`src/hdl/sgs_pkg.sv`:
```
`default_nettype none
package sgs_pkg;

	// ****************************************
	// Sizes
	// ****************************************
	localparam int GRP_N = 8;
	localparam int GIW   = 3;
	localparam int GFW   = 4;
	localparam int DW    = 32;
	localparam int AW    = 8;
	localparam int TSW   = 32;

	// ****************************************
	// Register offsets
	// ****************************************
	localparam logic [AW-1:0] REG_CTRL     = 8'h00;
	localparam logic [AW-1:0] REG_USED     = 8'h04;
	localparam logic [AW-1:0] REG_REMOTE   = 8'h08;
	localparam logic [AW-1:0] REG_LOCAL    = 8'h0c;
	localparam logic [AW-1:0] REG_STATUS   = 8'h10;
	localparam logic [AW-1:0] REG_IRQ_STAT = 8'h14;
	localparam logic [AW-1:0] REG_IRQ_MASK = 8'h18;
	localparam logic [AW-1:0] REG_TSTAMP   = 8'h1c;

	// ****************************************
	// Field positions
	// ****************************************
	localparam int CTRL_FORCE_BIT = 0;
	localparam int CTRL_FGRP_LSB  = 4;
	localparam int STAT_ACT_LSB   = 0;
	localparam int STAT_FORCE_BIT = 4;
	localparam int STAT_USED_LSB  = 8;
	localparam int STAT_REQ_LSB   = 16;
	localparam int STAT_FAIL_LSB  = 24;

	// ****************************************
	// Event vector layout
	// ****************************************
	localparam int EV_USED_LSB   = 0;
	localparam int EV_REQ_LSB    = 7;
	localparam int EV_REMOTE     = 15;
	localparam int EV_LOCAL      = 16;
	localparam int EV_FORCE      = 17;
	localparam int EV_FAIL_NCFG  = 18;
	localparam int EV_FAIL_FORCE = 19;
	localparam int EV_FAIL_PRIO  = 20;
	localparam int EV_ACT_LSB    = 21;
	localparam int EV_N          = 29;

	// ****************************************
	// Interrupt status bits
	// ****************************************
	localparam int IRQ_ACT   = 0;
	localparam int IRQ_NCFG  = 1;
	localparam int IRQ_FORCE = 2;
	localparam int IRQ_PRIO  = 3;
	localparam int IRQ_W     = 4;

	// ****************************************
	// Reset values and timing
	// ****************************************
	localparam logic [GFW-1:0] USED_RST  = 4'h1;
	localparam logic [GIW-1:0] ACT_RST   = 3'h0;
	localparam logic [GFW-1:0] GRP_NONE  = 4'h0;
	localparam int             CLK_NS    = 4;
	localparam int             TS_TICK_NS  = 1000;
	localparam int             TS_TICK_CYC = (TS_TICK_NS + CLK_NS - 1) / CLK_NS;

	typedef logic [GRP_N-1:0] sgs_grp_t;

	// Group index (0 = group one) lies inside the used count
	function automatic logic sgs_grp_used(input logic [GIW-1:0] idx, input logic [GFW-1:0] cnt);
		sgs_grp_used = ({1'b0, idx} < cnt);
	endfunction

	// Group number field (1..8, 0 = none) names a used group
	function automatic logic sgs_num_ok(input logic [GFW-1:0] num, input logic [GFW-1:0] cnt);
		sgs_num_ok = (num != GRP_NONE) && (num <= cnt);
	endfunction

	function automatic logic [GIW-1:0] sgs_num_idx(input logic [GFW-1:0] num);
		logic [GFW-1:0] m;
		m = num - 4'h1;
		sgs_num_idx = m[GIW-1:0];
	endfunction

endpackage
`default_nettype wire

```
`src/hdl/sgs_selector.sv`:
```
`timescale 1ns/10ps
`default_nettype none
// Operation
// - Group one ranks highest, group eight lowest, among simultaneous requests.
// - Each request input may be a short pulse or a held level.
// - Held group one request makes every other request ignored.
// - A held request blocks lower-priority group requests and remote selection of its own group.
// - Held group eight request blocks only remote selection of group eight.
// - Enabled and disabled events when groups two to eight enter or leave use.
// - On/off events for requests, remote, local, force and active groups.
// - Failure events: unconfigured group, failed force, lower-priority rejection.
// - Every event carries the time stamp of its occurrence.
// - Pulse-selected group stays active until another group is requested.
// - Forcing ignores inputs and takes commanded group until forcing ends.
// - Remote change refused while a higher group is held by input.
module sgs_selector
	import sgs_pkg::*;
(
	// Clock and reset
	input  wire logic             core_clk,
	input  wire logic             rst,
	// Group request inputs
	input  wire logic             group_one_request,
	input  wire logic             group_two_request,
	input  wire logic             group_three_request,
	input  wire logic             group_four_request,
	input  wire logic             group_five_request,
	input  wire logic             group_six_request,
	input  wire logic             group_seven_request,
	input  wire logic             group_eight_request,
	// Register port
	input  wire logic [AW-1:0]    reg_addr,
	input  wire logic [DW-1:0]    reg_wdata,
	input  wire logic             reg_wr,
	input  wire logic             reg_rd,
	output logic [DW-1:0]         reg_rdata_q,
	// Active group
	output logic [GRP_N-1:0]      active_onehot_q,
	// Events
	output logic [EV_N-1:0]       ev_on_q,
	output logic [EV_N-1:0]       ev_off_q,
	output logic                  ev_valid_q,
	output logic [TSW-1:0]        ev_stamp_q,
	// Interrupt
	output logic                  irq_q
);

	// ****************************************
	// Declarations
	// ****************************************
	sgs_grp_t          req_raw;
	sgs_grp_t          used_mask;
	sgs_grp_t          req_m;
	sgs_grp_t          req_prev_q;
	sgs_grp_t          req_rise;
	sgs_grp_t          higher_held;
	logic              win_valid;
	logic [GIW-1:0]    win_idx;

	logic              force_q;
	logic [GFW-1:0]    fgrp_q;
	logic [GFW-1:0]    used_q;
	logic [GIW-1:0]    act_q;
	logic [GIW-1:0]    act_d;
	logic              remote_q;
	logic              local_q;
	logic              fail_ncfg_q;
	logic              fail_force_q;
	logic              fail_prio_q;
	logic [IRQ_W-1:0]  irq_stat_q;
	logic [IRQ_W-1:0]  irq_mask_q;
	logic [TSW-1:0]    ts_q;
	logic [8:0]        tick_cnt_q;

	logic              wr_ctrl;
	logic              wr_remote;
	logic              wr_local;
	logic [GFW-1:0]    wnum;
	logic              force_cmd;
	logic [GFW-1:0]    force_num;
	logic              fail_ncfg;
	logic              fail_force;
	logic              fail_prio;
	logic              accept;
	logic [EV_N-1:0]   ev_lvl;
	logic [IRQ_W-1:0]  irq_set;

	assign req_raw = {group_eight_request, group_seven_request, group_six_request, group_five_request,
		group_four_request, group_three_request, group_two_request, group_one_request};

	// ****************************************
	// Request conditioning
	// ****************************************
	always_comb begin
		for (int g = 0; g < GRP_N; g++) begin
			used_mask[g] = sgs_grp_used(g[GIW-1:0], used_q);
		end
	end

	// Level and pulse look alike: a pulse is a held level of short life
	assign req_m = req_raw & used_mask;
	assign req_rise = req_m & ~req_prev_q;

	always_ff @(posedge core_clk) begin
		if (rst) begin
			req_prev_q <= '0;
		end else begin
			req_prev_q <= req_m;
		end
	end

	sgs_prio_pick u_pick (
		.rise        (req_rise),
		.held        (req_m),
		.win_valid   (win_valid),
		.win_idx     (win_idx),
		.higher_held (higher_held)
	);

	// ****************************************
	// Register writes
	// ****************************************
	assign wnum = reg_wdata[GFW-1:0];
	assign wr_ctrl = reg_wr && (reg_addr == REG_CTRL);
	assign wr_remote = reg_wr && (reg_addr == REG_REMOTE) && (wnum != GRP_NONE);
	assign wr_local = reg_wr && (reg_addr == REG_LOCAL) && (wnum != GRP_NONE);

	always_ff @(posedge core_clk) begin
		if (rst) begin
			force_q <= 1'b0;
			fgrp_q <= GRP_NONE;
		end else if (wr_ctrl) begin
			force_q <= reg_wdata[CTRL_FORCE_BIT];
			fgrp_q <= reg_wdata[CTRL_FGRP_LSB +: GFW];
		end
	end

	always_ff @(posedge core_clk) begin
		if (rst) begin
			used_q <= USED_RST;
		end else if (reg_wr && (reg_addr == REG_USED)) begin
			// Zero or out of range falls back to the nearest legal count
			if (wnum == GRP_NONE) begin
				used_q <= USED_RST;
			end else if (wnum > GRP_N[GFW-1:0]) begin
				used_q <= GRP_N[GFW-1:0];
			end else begin
				used_q <= wnum;
			end
		end
	end

	always_ff @(posedge core_clk) begin
		if (rst) begin
			irq_mask_q <= '0;
		end else if (reg_wr && (reg_addr == REG_IRQ_MASK)) begin
			irq_mask_q <= reg_wdata[IRQ_W-1:0];
		end
	end

	// ****************************************
	// Group selection
	// ****************************************
	// Force group takes effect when forcing turns on or is rewritten
	assign force_num = reg_wdata[CTRL_FGRP_LSB +: GFW];
	assign force_cmd = wr_ctrl && reg_wdata[CTRL_FORCE_BIT] && (force_num != GRP_NONE);

	always_comb begin
		act_d = act_q;
		fail_ncfg = 1'b0;
		fail_force = 1'b0;
		fail_prio = 1'b0;
		accept = 1'b0;
		if (force_q || force_cmd) begin
			// Inputs are not looked at while forcing
			if (force_cmd) begin
				if (sgs_num_ok(force_num, used_q)) begin
					act_d = sgs_num_idx(force_num);
					accept = 1'b1;
				end else begin
					fail_ncfg = 1'b1;
				end
			end else if (wr_local || wr_remote) begin
				if (sgs_num_ok(wnum, used_q)) begin
					act_d = sgs_num_idx(wnum);
					accept = 1'b1;
				end else begin
					fail_ncfg = 1'b1;
				end
			end
		end else begin
			if (|(req_rise & higher_held)) begin
				fail_prio = 1'b1;
			end
			if (|(req_raw & ~used_mask & ~req_prev_q)) begin
				fail_ncfg = 1'b1;
			end
			if (wr_local) begin
				fail_force = 1'b1;
			end
			if (win_valid) begin
				act_d = win_idx;
				accept = 1'b1;
			end else if (wr_remote) begin
				if (!sgs_num_ok(wnum, used_q)) begin
					fail_ncfg = 1'b1;
				end else if (higher_held[sgs_num_idx(wnum)] || req_m[sgs_num_idx(wnum)]) begin
					fail_prio = 1'b1;
				end else begin
					act_d = sgs_num_idx(wnum);
					accept = 1'b1;
				end
			end
		end
		// Shrinking the used set must not leave a dead group active
		if (!sgs_grp_used(act_d, used_q)) begin
			act_d = ACT_RST;
		end
	end

	always_ff @(posedge core_clk) begin
		if (rst) begin
			act_q <= ACT_RST;
		end else begin
			act_q <= act_d;
		end
	end

	always_ff @(posedge core_clk) begin
		if (rst) begin
			active_onehot_q <= sgs_grp_t'(1);
		end else begin
			active_onehot_q <= sgs_grp_t'(1) << act_d;
		end
	end

	// ****************************************
	// Request and failure levels
	// ****************************************
	always_ff @(posedge core_clk) begin
		if (rst) begin
			remote_q <= 1'b0;
			local_q <= 1'b0;
		end else begin
			remote_q <= wr_remote;
			local_q <= wr_local;
		end
	end

	// Failure level stays up until a later accepted change; a new fail wins
	always_ff @(posedge core_clk) begin
		if (rst) begin
			fail_ncfg_q <= 1'b0;
			fail_force_q <= 1'b0;
			fail_prio_q <= 1'b0;
		end else begin
			fail_ncfg_q <= fail_ncfg | (fail_ncfg_q & ~accept);
			fail_force_q <= fail_force | (fail_force_q & ~accept);
			fail_prio_q <= fail_prio | (fail_prio_q & ~accept);
		end
	end

	// ****************************************
	// Time stamp, microsecond resolution
	// ****************************************
	always_ff @(posedge core_clk) begin
		if (rst) begin
			tick_cnt_q <= '0;
			ts_q <= '0;
		end else if (tick_cnt_q == 9'(TS_TICK_CYC - 1)) begin
			tick_cnt_q <= '0;
			ts_q <= ts_q + 32'h1;
		end else begin
			tick_cnt_q <= tick_cnt_q + 9'h1;
		end
	end

	// ****************************************
	// Events
	// ****************************************
	always_comb begin
		ev_lvl = '0;
		ev_lvl[EV_USED_LSB +: GRP_N-1] = used_mask[GRP_N-1:1];
		ev_lvl[EV_REQ_LSB +: GRP_N] = req_raw;
		ev_lvl[EV_REMOTE] = remote_q;
		ev_lvl[EV_LOCAL] = local_q;
		ev_lvl[EV_FORCE] = force_q;
		ev_lvl[EV_FAIL_NCFG] = fail_ncfg_q;
		ev_lvl[EV_FAIL_FORCE] = fail_force_q;
		ev_lvl[EV_FAIL_PRIO] = fail_prio_q;
		ev_lvl[EV_ACT_LSB +: GRP_N] = active_onehot_q;
	end

	sgs_event_edges u_events (
		.core_clk   (core_clk),
		.rst        (rst),
		.lvl        (ev_lvl),
		.ts         (ts_q),
		.ev_on_q    (ev_on_q),
		.ev_off_q   (ev_off_q),
		.ev_valid_q (ev_valid_q),
		.ev_stamp_q (ev_stamp_q)
	);

	// ****************************************
	// Interrupt
	// ****************************************
	always_comb begin
		irq_set = '0;
		irq_set[IRQ_ACT] = (act_d != act_q);
		irq_set[IRQ_NCFG] = fail_ncfg;
		irq_set[IRQ_FORCE] = fail_force;
		irq_set[IRQ_PRIO] = fail_prio;
	end

	// Set beats a same-cycle write-one clear
	always_ff @(posedge core_clk) begin
		if (rst) begin
			irq_stat_q <= '0;
		end else if (reg_wr && (reg_addr == REG_IRQ_STAT)) begin
			irq_stat_q <= (irq_stat_q & ~reg_wdata[IRQ_W-1:0]) | irq_set;
		end else begin
			irq_stat_q <= irq_stat_q | irq_set;
		end
	end

	always_ff @(posedge core_clk) begin
		if (rst) begin
			irq_q <= 1'b0;
		end else begin
			irq_q <= |(irq_stat_q & irq_mask_q);
		end
	end

	// ****************************************
	// Register read, data one cycle later
	// ****************************************
	always_ff @(posedge core_clk) begin
		if (rst) begin
			reg_rdata_q <= '0;
		end else if (reg_rd) begin
			reg_rdata_q <= '0;
			unique case (reg_addr)
				REG_CTRL: begin
					reg_rdata_q[CTRL_FORCE_BIT] <= force_q;
					reg_rdata_q[CTRL_FGRP_LSB +: GFW] <= fgrp_q;
				end
				REG_USED: begin
					reg_rdata_q[GFW-1:0] <= used_q;
				end
				REG_STATUS: begin
					reg_rdata_q[STAT_ACT_LSB +: GFW] <= {1'b0, act_q} + 4'h1;
					reg_rdata_q[STAT_FORCE_BIT] <= force_q;
					reg_rdata_q[STAT_USED_LSB +: GRP_N] <= used_mask;
					reg_rdata_q[STAT_REQ_LSB +: GRP_N] <= req_raw;
					reg_rdata_q[STAT_FAIL_LSB +: 3] <= {fail_prio_q, fail_force_q, fail_ncfg_q};
				end
				REG_IRQ_STAT: begin
					reg_rdata_q[IRQ_W-1:0] <= irq_stat_q;
				end
				REG_IRQ_MASK: begin
					reg_rdata_q[IRQ_W-1:0] <= irq_mask_q;
				end
				REG_TSTAMP: begin
					reg_rdata_q <= ts_q;
				end
				default: begin
					reg_rdata_q <= '0;
				end
			endcase
		end else begin
			reg_rdata_q <= '0;
		end
	end

endmodule
`default_nettype wire

```
`src/hdl/sgs_prio_pick.sv`:
```
`timescale 1ns/10ps
`default_nettype none
module sgs_prio_pick
	import sgs_pkg::*;
(
	// Requests
	input  wire logic [GRP_N-1:0] rise,
	input  wire logic [GRP_N-1:0] held,
	// Result
	output logic                  win_valid,
	output logic [GIW-1:0]        win_idx,
	output logic [GRP_N-1:0]      higher_held
);

	// ****************************************
	// Fixed priority, index 0 highest
	// ****************************************
	always_comb begin
		logic acc;
		acc = 1'b0;
		win_valid = 1'b0;
		win_idx = ACT_RST;
		higher_held = '0;
		for (int g = 0; g < GRP_N; g++) begin
			higher_held[g] = acc;
			if (rise[g] && !acc && !win_valid) begin
				win_valid = 1'b1;
				win_idx = g[GIW-1:0];
			end
			acc = acc | held[g];
		end
	end

endmodule
`default_nettype wire

```
`src/hdl/sgs_event_edges.sv`:
```
`timescale 1ns/10ps
`default_nettype none
module sgs_event_edges
	import sgs_pkg::*;
(
	// Clock and reset
	input  wire logic            core_clk,
	input  wire logic            rst,
	// Levels and time
	input  wire logic [EV_N-1:0] lvl,
	input  wire logic [TSW-1:0]  ts,
	// Events
	output logic [EV_N-1:0]      ev_on_q,
	output logic [EV_N-1:0]      ev_off_q,
	output logic                 ev_valid_q,
	output logic [TSW-1:0]       ev_stamp_q
);

	logic [EV_N-1:0] prev_q;

	// ****************************************
	// Edge to one-cycle event pulses
	// ****************************************
	always_ff @(posedge core_clk) begin
		if (rst) begin
			prev_q <= '0;
			ev_on_q <= '0;
			ev_off_q <= '0;
			ev_valid_q <= 1'b0;
			ev_stamp_q <= '0;
		end else begin
			prev_q <= lvl;
			ev_on_q <= lvl & ~prev_q;
			ev_off_q <= ~lvl & prev_q;
			ev_valid_q <= |(lvl ^ prev_q);
			ev_stamp_q <= ts;
		end
	end

endmodule
`default_nettype wire

```
`config.mk`:
```
export PLATFORM = sky130hd
export DESIGN_NAME = sgs_selector
export DESIGN_NICKNAME = d
export VERILOG_FILES = /design/src/hdl/sgs_pkg.sv /design/src/hdl/sgs_selector.sv /design/src/hdl/sgs_prio_pick.sv /design/src/hdl/sgs_event_edges.sv
export SDC_FILE = /design/constraint.sdc
export NUM_CORES = 1
export LEC_CHECK = 0
export BUFFER_PORTS_ARGS = -buffer_cell sky130_fd_sc_hd__buf_2
export CELL_PAD_IN_SITES_DETAIL_PLACEMENT = 2
export CELL_PAD_IN_SITES_GLOBAL_PLACEMENT = 2
export CORE_ASPECT_RATIO = 0.7
export CORE_MARGIN = 2
export CORE_UTILIZATION = 30
export DETAILED_ROUTE_END_ITERATION = 16
export GPL_ROUTABILITY_DRIVEN = 0
export HOLD_SLACK_MARGIN = 0.15
export PLACE_DENSITY = 0.71
export SYNTH_ARGS = -nofsm -noshare
export SYNTH_HDL_FRONTEND = slang
export SYNTH_SLANG_ARGS = --single-unit
```
`constraint.sdc`:
```
create_clock -name core_clk -period 4.33 [get_ports core_clk]
set_input_delay 0 -clock core_clk [delete_from_list [all_inputs] [get_ports core_clk]]
set_output_delay 0 -clock core_clk [all_outputs]
set_load 0.01 [all_outputs]
```
==> flow_metrics.env <==
export IMPL_num_antenna_cells=0
export IMPL_drive_gt1_frac=0.209
export IMPL_synthTopCellsByArea="dfxtp_1 (48%), ha_1 (9.7%), nor2b_1 (5.9%)"
export IMPL_synth_warnings=0
export IMPL_post_cts_setup_buffers=0
export IMPL_finClkSkew_ns=0.00833
export IMPL_ys_seq_area_frac=0.480
export IMPL_drc=0
export IMPL_port_buffers=159
export IMPL_path_clk_slew_ns=0.06
export IMPL_viasPerCell=4.84
export IMPL_die_y_um=155
export IMPL_drv_slew=0
export IMPL_worstMarginPinSlew_ns=0.988
export IMPL_cts_buffers=25
export IMPL_peakVddDrop_uv=198
export IMPL_switching_share=0.237
export IMPL_regArea_um2=4700
export IMPL_grt_overflow_total=0
export IMPL_dr_pass1_iters=5
export IMPL_drv_cap=0
export IMPL_fp_coreArea_um2=32200
export IMPL_post_synth_cell_area_avg_um2=9.41
export IMPL_p_comb_frac=0.061
export IMPL_wirelength_mm=32.6
export IMPL_multi_input_area_um2=4580
export IMPL_p_leak_nw=5.41
export IMPL_met2_usage=0.310
export IMPL_io_pins=184
export IMPL_synthCells=1041
export IMPL_grtUsageMet1=0.271
export IMPL_setup_tns_ns=0
export IMPL_dieWidth_um=220
export IMPL_criticalPathCategory="reg -> reg"
export IMPL_wl_per_cell_um=19.3
export IMPL_hold_violations=0
export IMPL_grt_pass1_vias=8666
export IMPL_grt_pass1_wl_mm=50.7
export IMPL_clockBufferDepth=3
export IMPL_fmax_ghz=0.246
export IMPL_grt_busiest_layer="met2"
export IMPL_power_density_nw_per_um2=396
export IMPL_synthFlopType="dfxtp_1"
export IMPL_seq_power_share=0.448
export IMPL_hold_path_class="in -> reg"
export IMPL_synth_largest_area_cell="dfxtp_1"
export IMPL_drt_iter0_drc=411
export IMPL_cts_tree="done"
export IMPL_final_setup_viol_count=0
export IMPL_clock_root_buffer="clkbuf_16"
export IMPL_synth_enable_flop_cells=0
export IMPL_syn_cell_area_um2=9790
export IMPL_cp_end_kind="register"
export IMPL_clock_sinks=235
export IMPL_required_ns=4.71
export IMPL_synth_seq_cells=235
export IMPL_critical_path_startpoint_type="register"
export IMPL_fillers=3517
export IMPL_vias=8194
export IMPL_rr_worst_depth=18
export IMPL_dp_hpwl_mm=23.9
export IMPL_nNetsFinal=1375
export IMPL_clk_latency_ns=0.55
export IMPL_p_sw_mw=1.17
export IMPL_synthArstFlopShare=0
export IMPL_crit_fanout=6
export IMPL_die_area_um2=34100
export IMPL_antenna_found_initial=0
export IMPL_power_mw=4.94
export IMPL_slew_headroom=0.340
export IMPL_cp_arrival_ns=4.45
export IMPL_synth_top_area_frac=0.480
export IMPL_synth_fp_nets=1169
export IMPL_gr_usage_met3=0.0280
export IMPL_internal_power_mw=3.77
export IMPL_h_tree_depth=1
export IMPL_synth_cell_type_count=77
export IMPL_final_antenna_net_count=0
export IMPL_finalCritPeriodShare=0.939
export IMPL_start_util=0.304
export IMPL_rows=55
export IMPL_grt_use_total=0.192
export IMPL_p_clk_frac=0.492
export IMPL_period_needed_ns=4.07
export IMPL_status="completed"
export IMPL_hold_depth=4
export IMPL_area_delta_synth_final_pct=27.3
export IMPL_grt_max_degree=122
export IMPL_rsz0062_at_grt="false"
## synth_stat cells (all sizes together) (4+ instances only)
cell type / n
nor4: 7
buf: 17
clkbuf: 31
xnor2: 15
nor2b: 93
nand4: 15
or4: 5
or3: 13
a22oi: 23
a21oi: 44
and3: 20
nand2: 73
o21ai: 29
ha: 76
xor2: 18
nand3: 24
nor3: 19
mux2i: 13
o32ai: 4
nand2b: 6
dfxtp: 235
nor2: 124
o22ai: 7
inv: 77
## layer usage
| metal | vias to the layer above | routed length (µm) |
|---|---|---|
| li1 | 3883 | - |
| met3 | 46 | 1430 |
| met4 | 0 | 731 |
| met2 | 167 | 14700 |
| met5 | - | 0 |
| met1 | 4098 | 15800 |
## worst paths after layout
| check | from | endpoint | slack [ns] |
|---|---|---|---|
| worst max register to register | used_q[0] | irq_stat_q[0] | 0.26 |
| worst max-delay path | used_q[0] | irq_stat_q[0] | 0.26 |
| worst min register to register | remote_q | u_events.prev_q[15] | 0.47 |
| worst min-delay path | reg_wdata[2] | irq_mask_q[2] | 0.40 |
## through the flow
stage	setup slack, ns	util	cell area [µm²]	std cells	hold WS, ns
finish	0.263	0.387	12500	1693	0.400
global route	0.00450	0.387	12500	1693	0.441
CTS	0.0797	0.387	12500	1693	0.384
detailed placement	0.154	0.345	11100	1606	0.304
global placement	0.364	0.345	11100	1606	0.299
floorplan	0.212	-	9790	1041	0.138
## registers in the layout, summed over array words and instances, names as in the netlist, 3 cells and up
name / count
fgrp_q: 4
active_onehot_q: 8
u_events.ev_off_q: 29
u_events.ev_on_q: 29
irq_mask_q: 4
req_prev_q: 8
tick_cnt_q: 9
reg_rdata_q: 32
irq_stat_q: 4
u_events.prev_q: 29
u_events.ev_stamp_q: 32
ts_q: 32
used_q: 4
act_q: 3
## worst max-delay path: stages (launching register included)
cell	delay [ns]
dfxtp_1	0.42
buf_4	0.21
nor2_1	0.18
nor3_1	0.08
o31a_1	0.35
or2_1	0.26
o22ai_1	0.26
nand4_1	0.14
a21o_1	0.25
o21ai_2	0.08
inv_1	0.06
ha_1	0.19
a21oi_1	0.13
o21ai_0	0.11
or4_1	0.53
o311ai_1	0.15
nand2_1	0.15
xor2_1	0.20
a41oi_2	0.13
## final cells by class
type                       count  share of cell area
sequential                   235               0.377
multi-input combinational    680               0.368
timing repair buffer         227               0.114
clock buffer                  33              0.0574
tap                          427              0.0429
inverter                      78              0.0237
clock inverter                13              0.0174
## power groups by stage
stage               Sequential [mW]  Clock (mW)  Combinational (mW)
floorplan                      2.26           0               0.156
global placement               2.26           0               0.268
detailed placement             2.26           0               0.277
CTS                            2.21        2.49               0.300
global route                   2.21        2.59               0.332
finish                         2.21        2.43               0.299
## logic make-up after synthesis
| kind of cell | after synthesis | share of synthesized area |
|---|---|---|
| xor+xnor | 33 | 0.0295 |
| fa+ha+maj | 76 | 0.0971 |
| mux | 13 | 0.0133 |
| buf+inv | 126 | 0.0535 |
| simple gates | 412 | 0.219 |
| flops | 235 | 0.480 |
| compound gates | 146 | 0.107 |
## cells in the final DEF (no fill, tap or decap), types with 4 or more instances in the layout
master           n
clkbuf_16       25
nand3_1         24
buf_4           27
ha_1            76
bufinv_16        5
inv_1           73
nor2_1         121
a21oi_1         42
o21ai_0         25
nand2b_1         6
mux2i_1         13
dlygate4sd3_1   41
xor2_1          18
a22oi_1         23
dfxtp_1        235
nor2b_1         93
nand4_1         13
nand2_1         71
xnor2_1         15
clkbuf_8         6
nor4_1           5
and3_1          20
or3_1           13
nor3_1          18
buf_2          158
o22ai_1          7
or4_1            4
## repair_timing
action,CTS,global route
hold buffers,41,0
resized for setup,0,2
endpoints found under the hold margin,162,0
setup endpoints to repair,0,10
Note: power is estimated with default switching activity, not from simulation.
